--- src/hw/pcg_defines.svh ---
// register offsets, field positions, reset values and arithmetic constants of the pixel gain stage
`ifndef PCG_DEFINES_SVH
`define PCG_DEFINES_SVH

`define PCG_OFS_GAIN      12'h000
`define PCG_OFS_LR_BAL    12'h004
`define PCG_OFS_LOE_BAL   12'h008
`define PCG_OFS_ROE_BAL   12'h00c
`define PCG_OFS_CTRL      12'h010
`define PCG_OFS_SAT_CLR   12'h014
`define PCG_OFS_EFF_BASE  12'h020
`define PCG_OFS_SAT_BASE  12'h040

`define PCG_CTRL_OUT8_BIT 0

`define PCG_GAIN_RST      16'sh0000
`define PCG_BAL_RST       16'sh0000
`define PCG_GAIN_MIN      (-16'sd300)
`define PCG_GAIN_MAX      16'sd2000
`define PCG_BAL_MIN       (-16'sd100)
`define PCG_BAL_MAX       16'sd100

`define PCG_LOG2_10_DIV20 32'sd27866
`define PCG_FRAC_BITS     24
`define PCG_MULT_FRAC     12
`define PCG_MAX_CODE10    14'h03ff
`define PCG_MAX_CODE8     14'h00ff

`endif

--- src/hw/pcg_pkg.sv ---
// shared types of the pixel gain stage
package pcg_pkg;
    typedef logic signed [15:0] pcg_db_t;
    typedef logic [15:0]        pcg_mult_t;
    typedef logic [9:0]         pcg_pix_t;
    typedef enum logic [1:0] {
        PCG_LEFT_ODD,
        PCG_LEFT_EVEN,
        PCG_RIGHT_ODD,
        PCG_RIGHT_EVEN
    } pcg_chan_t;
endpackage

--- src/hw/pcg_stream_if.sv ---
// valid/ready pixel stream between the gain stage and its output buffer
`timescale 1ns/1ps
`default_nettype none
interface pcg_stream_if;
    logic              valid;
    logic              ready;
    pcg_pkg::pcg_pix_t data;
    pcg_pkg::pcg_chan_t chan;
    modport src (output valid, output data, output chan, input ready);
    modport snk (input valid, input data, input chan, output ready);
endinterface
`default_nettype wire
--- src/hw/pcg_exp2.sv ---
// converts a dB value in hundredths into a linear multiplier, unsigned with 12 fraction bits
`timescale 1ns/1ps
`default_nettype none
`include "pcg_defines.svh"
module pcg_exp2 (
    input  wire pcg_pkg::pcg_db_t   i_db,    // gain in 0.01 dB steps
    output pcg_pkg::pcg_mult_t      o_mult   // 10^(dB/20), q4.12
);
    import pcg_pkg::*;

    function automatic logic [17:0] pow2_tab(input logic [4:0] idx);
        case (idx)
            5'd0:    pow2_tab = 18'h10000;
            5'd1:    pow2_tab = 18'd68438;
            5'd2:    pow2_tab = 18'd71468;
            5'd3:    pow2_tab = 18'd74632;
            5'd4:    pow2_tab = 18'd77936;
            5'd5:    pow2_tab = 18'd81386;
            5'd6:    pow2_tab = 18'd84990;
            5'd7:    pow2_tab = 18'd88752;
            5'd8:    pow2_tab = 18'd92682;
            5'd9:    pow2_tab = 18'd96785;
            5'd10:   pow2_tab = 18'd101070;
            5'd11:   pow2_tab = 18'd105545;
            5'd12:   pow2_tab = 18'd110218;
            5'd13:   pow2_tab = 18'd115098;
            5'd14:   pow2_tab = 18'd120193;
            5'd15:   pow2_tab = 18'd125515;
            default: pow2_tab = 18'h20000;
        endcase
    endfunction

    // dB/20 * log2(10) as a power of two, split into integer and fraction
    wire logic signed [31:0] exp_q   = 32'(i_db) * `PCG_LOG2_10_DIV20;
    wire logic signed [7:0]  exp_int = exp_q[31:24];
    wire logic [3:0]         seg     = exp_q[23:20];
    wire logic [7:0]         rem     = exp_q[19:12];
    wire logic [17:0]        base    = pow2_tab({1'b0, seg});
    wire logic [17:0]        nxt     = pow2_tab(5'({1'b0, seg} + 5'd1));
    wire logic [25:0]        slope   = 26'(nxt - base) * 26'(rem);
    wire logic [17:0]        mant    = base + 18'(slope >> 8);
    // mantissa is q16; shift to q12 scaled by 2^exp_int (exp_int spans -1..3)
    wire logic [2:0]         shamt   = 3'(8'sd4 - exp_int);
    wire logic [17:0]        scaled  = mant >> shamt;

    assign o_mult = scaled[15:0];
endmodule
`default_nettype wire

--- src/hw/pcg_gain.sv ---
// digital per-channel gain stage for line-scan pixels with apb settings
//
// Chosen here: the placing of the registers and the APB slave port.
`timescale 1ns/1ps
`default_nettype none
`include "pcg_defines.svh"

// Notes on behaviour
// RQ1: global gain is accepted from -3.00 dB to +20.00 dB in 0.01 dB steps, writes beyond are clamped; the code clamps only their low 16 bits as signed.
// RQ2: each dB value is turned into a linear multiplier of ten to the power dB over twenty.
// RQ3: every pixel is multiplied digitally by its multiplier before it goes to the video output.
// RQ4: a setting of 0 dB is unity, the calibrated reference response.
// RQ5: pixels are handled as four channels, left odd, left even, right odd and right even, each with its own gain.
// RQ6: the global gain adds the same dB amount to all four channels.
// RQ7: left/right balance spans -1.00 to +1.00 dB in 0.01 dB steps and resets to 0 dB.
// RQ8: positive left/right balance raises both left channels and lowers both right ones, negative the reverse.
// RQ9: left odd/even balance spans -1.00 to +1.00 dB in 0.01 dB steps and resets to 0 dB.
// RQ10: positive left odd/even balance raises left odd and lowers left even, negative the reverse.
// RQ11: a channel's dB gain is global plus or minus each balance, summed in dB before conversion.
// RQ12: right odd/even balance spans -1.00 to +1.00 dB in 0.01 dB steps and resets to 0 dB.
// RQ13: positive right odd/even balance raises right odd and lowers right even, negative the reverse.
// RQ14: each product saturates at the largest code of the selected output width instead of wrapping.
module pcg_gain (
    input  wire logic                i_clk,        // pixel clock, 100 MHz
    input  wire logic                i_rst,        // synchronous reset, active high
    input  wire logic                i_ce,         // clock enable, freezes all state when low
    input  wire logic                i_psel,       // apb select
    input  wire logic                i_penable,    // apb access phase
    input  wire logic                i_pwrite,     // apb write
    input  wire logic [11:0]         i_paddr,      // apb byte address
    input  wire logic [31:0]         i_pwdata,     // apb write data
    output logic [31:0]              o_prdata,     // apb read data
    output logic                     o_pready,     // apb ready
    output logic                     o_pslverr,    // apb error on unmapped address
    input  wire logic                i_pix_valid,  // digitizer pixel valid
    input  wire pcg_pkg::pcg_pix_t   i_pix_data,   // digitized pixel value
    input  wire pcg_pkg::pcg_chan_t  i_pix_chan,   // sensor channel of the pixel
    output logic                     o_pix_ready,  // gain stage can take a pixel
    output logic                     o_vid_valid,  // output pixel valid
    input  wire logic                i_vid_ready,  // formatter takes the pixel
    output pcg_pkg::pcg_pix_t        o_vid_data,   // gained pixel value
    output pcg_pkg::pcg_chan_t       o_vid_chan    // channel of the output pixel
);
    import pcg_pkg::*;

    // settings in hundredths of a dB
    pcg_db_t    gain_q;
    pcg_db_t    gain_d;
    pcg_db_t    lr_q;
    pcg_db_t    lr_d;
    pcg_db_t    loe_q;
    pcg_db_t    loe_d;
    pcg_db_t    roe_q;
    pcg_db_t    roe_d;
    logic       out8_q;
    logic       out8_d;
    logic [15:0] sat_cnt_q [4];

    pcg_db_t    eff_db  [4];
    pcg_mult_t  eff_mul [4];

    function automatic pcg_db_t clamp(input logic [31:0] v, input pcg_db_t lo, input pcg_db_t hi);
        logic signed [15:0] s;
        s = v[15:0];
        if (s < lo) begin
            clamp = lo;
        end else if (s > hi) begin
            clamp = hi;
        end else begin
            clamp = s;
        end
    endfunction

    // ---------------- apb slave ----------------
    wire logic        acc      = i_psel && i_penable && i_ce;
    wire logic        wr_en    = acc && i_pwrite;
    wire logic        hit_gain = (i_paddr == `PCG_OFS_GAIN);
    wire logic        hit_lr   = (i_paddr == `PCG_OFS_LR_BAL);
    wire logic        hit_loe  = (i_paddr == `PCG_OFS_LOE_BAL);
    wire logic        hit_roe  = (i_paddr == `PCG_OFS_ROE_BAL);
    wire logic        hit_ctrl = (i_paddr == `PCG_OFS_CTRL);
    wire logic        hit_sclr = (i_paddr == `PCG_OFS_SAT_CLR);
    wire logic        hit_eff  = (i_paddr[11:4] == 8'(`PCG_OFS_EFF_BASE >> 4)) && (i_paddr[1:0] == 2'b00);
    wire logic        hit_sat  = (i_paddr[11:4] == 8'(`PCG_OFS_SAT_BASE >> 4)) && (i_paddr[1:0] == 2'b00);
    wire logic [1:0]  sel_ch   = i_paddr[3:2];
    wire logic        hit_any  = hit_gain || hit_lr || hit_loe || hit_roe || hit_ctrl || hit_sclr
                                 || hit_eff || hit_sat;
    wire logic        clr_sat  = wr_en && hit_sclr;

    // zero-wait slave: every access completes in its first access cycle while enabled
    assign o_pready  = i_ce;
    assign o_pslverr = i_psel && i_penable && !hit_any;

    always_comb begin
        o_prdata = 32'h0000_0000;
        if (i_psel && !i_pwrite) begin
            if (hit_gain) begin
                o_prdata = {16'h0000, gain_q};
            end else if (hit_lr) begin
                o_prdata = {16'h0000, lr_q};
            end else if (hit_loe) begin
                o_prdata = {16'h0000, loe_q};
            end else if (hit_roe) begin
                o_prdata = {16'h0000, roe_q};
            end else if (hit_ctrl) begin
                o_prdata = {31'h0000_0000, out8_q};
            end else if (hit_eff) begin
                o_prdata = {16'h0000, eff_db[sel_ch]};
            end else if (hit_sat) begin
                o_prdata = {16'h0000, sat_cnt_q[sel_ch]};
            end else begin
                o_prdata = 32'h0000_0000;
            end
        end
    end

    always_comb begin
        gain_d = gain_q;
        lr_d   = lr_q;
        loe_d  = loe_q;
        roe_d  = roe_q;
        out8_d = out8_q;
        if (wr_en) begin
            if (hit_gain) begin
                gain_d = clamp(i_pwdata, `PCG_GAIN_MIN, `PCG_GAIN_MAX); // RQ1
            end
            if (hit_lr) begin
                lr_d = clamp(i_pwdata, `PCG_BAL_MIN, `PCG_BAL_MAX); // RQ7
            end
            if (hit_loe) begin
                loe_d = clamp(i_pwdata, `PCG_BAL_MIN, `PCG_BAL_MAX); // RQ9
            end
            if (hit_roe) begin
                roe_d = clamp(i_pwdata, `PCG_BAL_MIN, `PCG_BAL_MAX); // RQ12
            end
            if (hit_ctrl) begin
                out8_d = i_pwdata[`PCG_CTRL_OUT8_BIT];
            end
        end
    end

    always_ff @(posedge i_clk) begin
        if (i_rst) begin
            gain_q <= `PCG_GAIN_RST; // RQ4
            lr_q   <= `PCG_BAL_RST; // RQ7
            loe_q  <= `PCG_BAL_RST; // RQ9
            roe_q  <= `PCG_BAL_RST; // RQ12
            out8_q <= 1'b0;
        end else if (i_ce) begin
            gain_q <= gain_d;
            lr_q   <= lr_d;
            loe_q  <= loe_d;
            roe_q  <= roe_d;
            out8_q <= out8_d;
        end
    end

    // ---------------- per-channel gain in dB ----------------
    // sum stays within -5.00..+22.00 dB, well inside 16 bits
    assign eff_db[PCG_LEFT_ODD]   = gain_q + lr_q + loe_q; // RQ6 RQ8 RQ10 RQ11
    assign eff_db[PCG_LEFT_EVEN]  = gain_q + lr_q - loe_q; // RQ6 RQ8 RQ10 RQ11
    assign eff_db[PCG_RIGHT_ODD]  = gain_q - lr_q + roe_q; // RQ6 RQ8 RQ13 RQ11
    assign eff_db[PCG_RIGHT_EVEN] = gain_q - lr_q - roe_q; // RQ6 RQ8 RQ13 RQ11

    // ---------------- multiplier and saturation per channel ----------------
    pcg_stream_if up_s ();
    pcg_stream_if dn_s ();

    wire logic [13:0] max_code = out8_q ? `PCG_MAX_CODE8 : `PCG_MAX_CODE10;
    wire logic        take     = i_ce && i_pix_valid && up_s.ready;

    logic [3:0] ch_sat;

    for (genvar c = 0; c < 4; c++) begin : g_ch
        pcg_exp2 u_exp (
            .i_db   (eff_db[c]),
            .o_mult (eff_mul[c])
        ); // RQ2 RQ5

        wire logic [25:0] prod  = 26'(i_pix_data) * 26'(eff_mul[c]); // RQ3
        wire logic [13:0] whole = prod[25:`PCG_MULT_FRAC];
        wire logic [13:0] shown = out8_q ? (whole >> 2) : whole;
        assign ch_sat[c] = (shown > max_code);

        // the count keeps the hit that lands in the cycle it is cleared
        always_ff @(posedge i_clk) begin
            if (i_rst) begin
                sat_cnt_q[c] <= 16'h0000;
            end else if (i_ce) begin
                if (take && ch_sat[c] && (i_pix_chan == 2'(c))) begin
                    sat_cnt_q[c] <= clr_sat ? 16'h0001
                                  : (sat_cnt_q[c] == 16'hffff ? sat_cnt_q[c] : sat_cnt_q[c] + 16'h0001);
                end else if (clr_sat) begin
                    sat_cnt_q[c] <= 16'h0000;
                end
            end
        end
    end

    logic [13:0] shown_sel;

    always_comb begin
        shown_sel = 14'h0000;
        case (i_pix_chan)
            PCG_LEFT_ODD:   shown_sel = out8_q ? (g_ch[0].whole >> 2) : g_ch[0].whole;
            PCG_LEFT_EVEN:  shown_sel = out8_q ? (g_ch[1].whole >> 2) : g_ch[1].whole;
            PCG_RIGHT_ODD:  shown_sel = out8_q ? (g_ch[2].whole >> 2) : g_ch[2].whole;
            PCG_RIGHT_EVEN: shown_sel = out8_q ? (g_ch[3].whole >> 2) : g_ch[3].whole;
            default:        shown_sel = 14'h0000;
        endcase
    end

    wire logic [13:0] limited = ch_sat[i_pix_chan] ? max_code : shown_sel; // RQ14

    assign up_s.valid  = i_pix_valid;
    assign up_s.data   = limited[9:0];
    assign up_s.chan   = i_pix_chan;
    assign o_pix_ready = up_s.ready;

    pcg_out_buf u_buf (
        .i_clk (i_clk),
        .i_rst (i_rst),
        .i_ce  (i_ce),
        .in_s  (up_s),
        .out_s (dn_s)
    );

    assign dn_s.ready  = i_vid_ready;
    assign o_vid_valid = dn_s.valid;
    assign o_vid_data  = dn_s.data;
    assign o_vid_chan  = dn_s.chan;
endmodule
`default_nettype wire

--- src/hw/pcg_out_buf.sv ---
// two-entry valid/ready buffer in front of the video output
`timescale 1ns/1ps
`default_nettype none
module pcg_out_buf (
    input  wire logic   i_clk,   // pixel clock
    input  wire logic   i_rst,   // synchronous reset, active high
    input  wire logic   i_ce,    // clock enable
    pcg_stream_if.snk   in_s,    // from the gain stage
    pcg_stream_if.src   out_s    // to the video formatter
);
    import pcg_pkg::*;

    pcg_pix_t   mem_q [2];
    pcg_chan_t  chn_q [2];
    logic       wr_q;
    logic       rd_q;
    logic [1:0] cnt_q;

    wire logic push = i_ce && in_s.valid && in_s.ready;
    wire logic pop  = i_ce && out_s.valid && out_s.ready;

    assign in_s.ready  = i_ce && (cnt_q != 2'd2);
    assign out_s.valid = (cnt_q != 2'd0);
    assign out_s.data  = mem_q[rd_q];
    assign out_s.chan  = chn_q[rd_q];

    always_ff @(posedge i_clk) begin
        if (i_rst) begin
            wr_q  <= 1'b0;
            rd_q  <= 1'b0;
            cnt_q <= 2'd0;
        end else begin
            if (push) begin
                mem_q[wr_q] <= in_s.data;
                chn_q[wr_q] <= in_s.chan;
                wr_q        <= ~wr_q;
            end
            if (pop) begin
                rd_q <= ~rd_q;
            end
            cnt_q <= cnt_q + 2'(push) - 2'(pop);
        end
    end
endmodule
`default_nettype wire

--- config.mk ---
export PLATFORM = sky130hd
export DESIGN_NAME = pcg_gain
export DESIGN_NICKNAME = d
export VERILOG_FILES = /design/src/hw/pcg_pkg.sv /design/src/hw/pcg_stream_if.sv /design/src/hw/pcg_exp2.sv /design/src/hw/pcg_gain.sv /design/src/hw/pcg_out_buf.sv
export VERILOG_INCLUDE_DIRS = /design/src /design/src/hw
export SDC_FILE = /design/constraint.sdc
export NUM_CORES = 2
export LEC_CHECK = 0
export BUFFER_PORTS_ARGS = -buffer_cell sky130_fd_sc_hd__buf_2
export CAP_MARGIN = 20
export CORE_ASPECT_RATIO = 1.2
export CORE_MARGIN = 2
export CORE_UTILIZATION = 65
export CTS_CLUSTER_DIAMETER = 50
export DETAILED_ROUTE_END_ITERATION = 7
export PLACE_DENSITY = 0.81
export SYNTH_ARGS = -nofsm -noshare
export SYNTH_HDL_FRONTEND = slang
export SYNTH_SLANG_ARGS = --single-unit
--- constraint.sdc ---
create_clock -name i_clk -period 41.4 [get_ports i_clk]
set_input_delay 4.14 -clock i_clk [delete_from_list [all_inputs] [get_ports i_clk]]
set_output_delay 4.14 -clock i_clk [all_outputs]
set_load 0.02 [all_outputs]
==> impl_metrics.yaml <==
clock_tree:
  clkLatencyLatePin_ps: 470
  numCtsBuffers: 17
  h-tree-depth: 4
  cts_sinks: 158
  cts_max_path_buffers: 2
  cts_tree: "yes"
  postCtsResizedCells: 0
  cts.root.buffer_cell: "clkbuf_16"
  postCtsHoldBufs: 0
  cts_setup_buffers: 0
  clk_pin_slew_worst_paths_ps: 80
setup_path:
  crit_path_max_fanout: 36
  slowest_delay_ps: 750
  crit_path_start_kind: "register"
  arrival_ps: 29810
  cp.required_ps: 41550
  worst_setup_path_end_kind: "register"
  path_buf_inv: 11
  cpMaxStageDelayCell: "xnor2_1"
  critPathMostFrequentCell: "fa_1"
  cpLargestDelayFamily: "adder cells"
  path_class: "reg -> reg"
place:
  hpwl_mm: 170
  gp_congestion: 1.00
  place_inst: 10800
  dp_slack_ps: 12220
  place_area_um2: 80900
  port_buffers: 79
floorplanning:
  rows: 139
  start_util_pct: 65.5
  die_y_um: 385
  dieArea_um2: 124000
  die-width_um: 321
  pin_count: 112
  core_area_um2: 120000
synthesis:
  yosys-top-cells-count: "1862 x inv_1, 1294 x fa_1, 1130 x nor2_1"
  synth_xor_area_share_pct: 5.84
  synth_top_area_share_pct: 33.0
  ys_ff_latch: 158
  synth_mux_area_share_pct: 3.14
  synth_enable_flop_cells: 88
  synth-adder-area-share_pct: 49.0
  ys_seq_area_share_pct: 5.15
  ys_types: 99
  synth_area_um2: 78500
  synth_warnings: 0
  yosysTopAreaCell: "fa_1"
  yosys.area_share.simple_pct: 15.6
  synth_top_family_by_area: "adder cells"
  yosys-top-cells-area: "fa_1 33%, ha_1 16%, inv_1 8.9%, nor2_1 5.4%, xnor2_1 3.9%"
  synth-compound-area-share_pct: 10.7
  synthCells: 9317
  synthArstFlopShare_pct: 0
  yosysMostFrequentCell: "inv_1"
  avgSynthCellArea_um2: 8.43
  synthFlopType: "edfxtp_1"
global_route:
  top_usage_layer: "met2"
  antenna_found_initial: 6
  grt_pass1_wl_mm: 343
  grt_start_max_net_pins: 73
  met1_usage_pct: 40.9
  grt_pass1_vias: 68600
  grt_util_met2_pct: 60.8
  groute.usage.overall_pct: 34.5
  globalRouteMet3Util_pct: 3.90
  overflow: 0
finish:
  ff_latch_area_um2: 4040
  fin_nets: 11600
  fin_area_um2: 81600
  area_growth_pct: 3.83
  fill_cells: 9573
  multi_input_area_um2: 66400
  instances_no_fill: 10800
  final_layout_size_suffix_gt1_share_pct: 5.32
  final_core_util_pct: 68.1
run_status:
  status: "finished clean"
timing:
  setup_violations: 0
  layout_setup_ws_ps: 11740
  hold_viol_final: 0
  slew_viol_final: 0
  clock_skew_ps: 14.6
  rsz0062_at_grt: "false"
  clock.fmax_mhz: 33.7
  relSlewSlack_pct: 20.4
  finalCritPeriodShare_pct: 71.6
  fin_setup_tns_ps: 0
  fin_crit_ps: 29660
  worstMarginPinSlew_ps: 1160
  hold-worst-slack_ps: 518
detailed_routing:
  drt_iter0_markers: 4841
  drc_errors: 0
  drt_first_pass_iters: 7
  routed_wl_mm: 208
  via_per_inst: 5.99
  routed-via-count: 64900
  antenna_left: 0
  routedWlPerCell_um: 19.2
power_and_ir_drop:
  power.density_nw_per_um2: 7.67
  peakVddDrop_v: 0.0000290
  p_leak_nw: 42.1
  finalPower_mw: 0.625
worst_hold_path:
  min_path_type: "reg -> reg"
job:
  maxCapViolCount: 0
-- worst paths after layout --
check          start  cells past startpoint                 to  slack, ps
max          lr_q[0]                    113  u_buf.mem_q[1][3]      11740
min          lr_q[6]                      2            lr_q[6]        520
max reg2reg  lr_q[0]                    113  u_buf.mem_q[1][3]      11740
min reg2reg  lr_q[6]                      2            lr_q[6]        520
-- sequential cells by signal (all words and copies together) (netlist names), named ones only --
register     flops
loe_q           16
out8_q           1
u_buf.rd_q       1
lr_q            16
u_buf.wr_q       1
roe_q           16
u_buf.chn_q      4
u_buf.cnt_q      2
u_buf.mem_q     20
gain_q          16
sat_cnt_q       64
-- report_power, final --
group | switching (mW) | internal (mW) | total (mW) | leakage, nW
logic | 0.185 | 0.104 | 0.289 | 40.4
clock network | 0.0781 | 0.0825 | 0.161 | 0.289
registers | 0.00445 | 0.171 | 0.176 | 1.44
-- placed cells by master (no fill, tap or decap), types with 147 or more instances in the layout --
| master | instances |
|---|---|
| a21oi_1 | 406 |
| nand2_1 | 567 |
| xnor2_1 | 344 |
| o21ai_0 | 226 |
| xor2_1 | 152 |
| nor2_1 | 1130 |
| fa_1 | 1294 |
| ha_1 | 1004 |
| nand2b_1 | 179 |
| inv_1 | 1862 |
| buf_4 | 147 |
| and2_1 | 224 |
-- worst min-delay path, delay by kind of cell, from the launching register on --
kind	cells	cell delay (ps)
compound gates	1	60
flops	1	350
simple gates	1	70
-- kinds of logic (layout without fill, tap and decap cells) --
logic type | Yosys count | after routing
simple gates | 2671 | 2671
fa+ha+maj | 2298 | 2298
buf+inv | 2181 | 2134
compound gates | 1301 | 1301
xor+xnor | 517 | 517
mux | 190 | 190
flops | 158 | 158
other cells | 1 | 18
-- final cells by class --
cell class | count | area share [%]
inverters | 1873 | 8.62
clock inverters | 14 | 0.152
multi-input cells | 6993 | 81.5
well taps | 1551 | 2.38
diodes | 2 | 0.00614
clock buffers | 18 | 0.552
repair buffers | 229 | 1.87
flip-flops and latches | 158 | 4.96
-- metal layers --
metal | vias up | routed length [µm]
met5 | - | 45
met2 | 2626 | 104000
met3 | 737 | 14000
met1 | 32100 | 77500
met4 | 8 | 13000
li1 | 29400 | -
(Power assumes the default switching activity.)
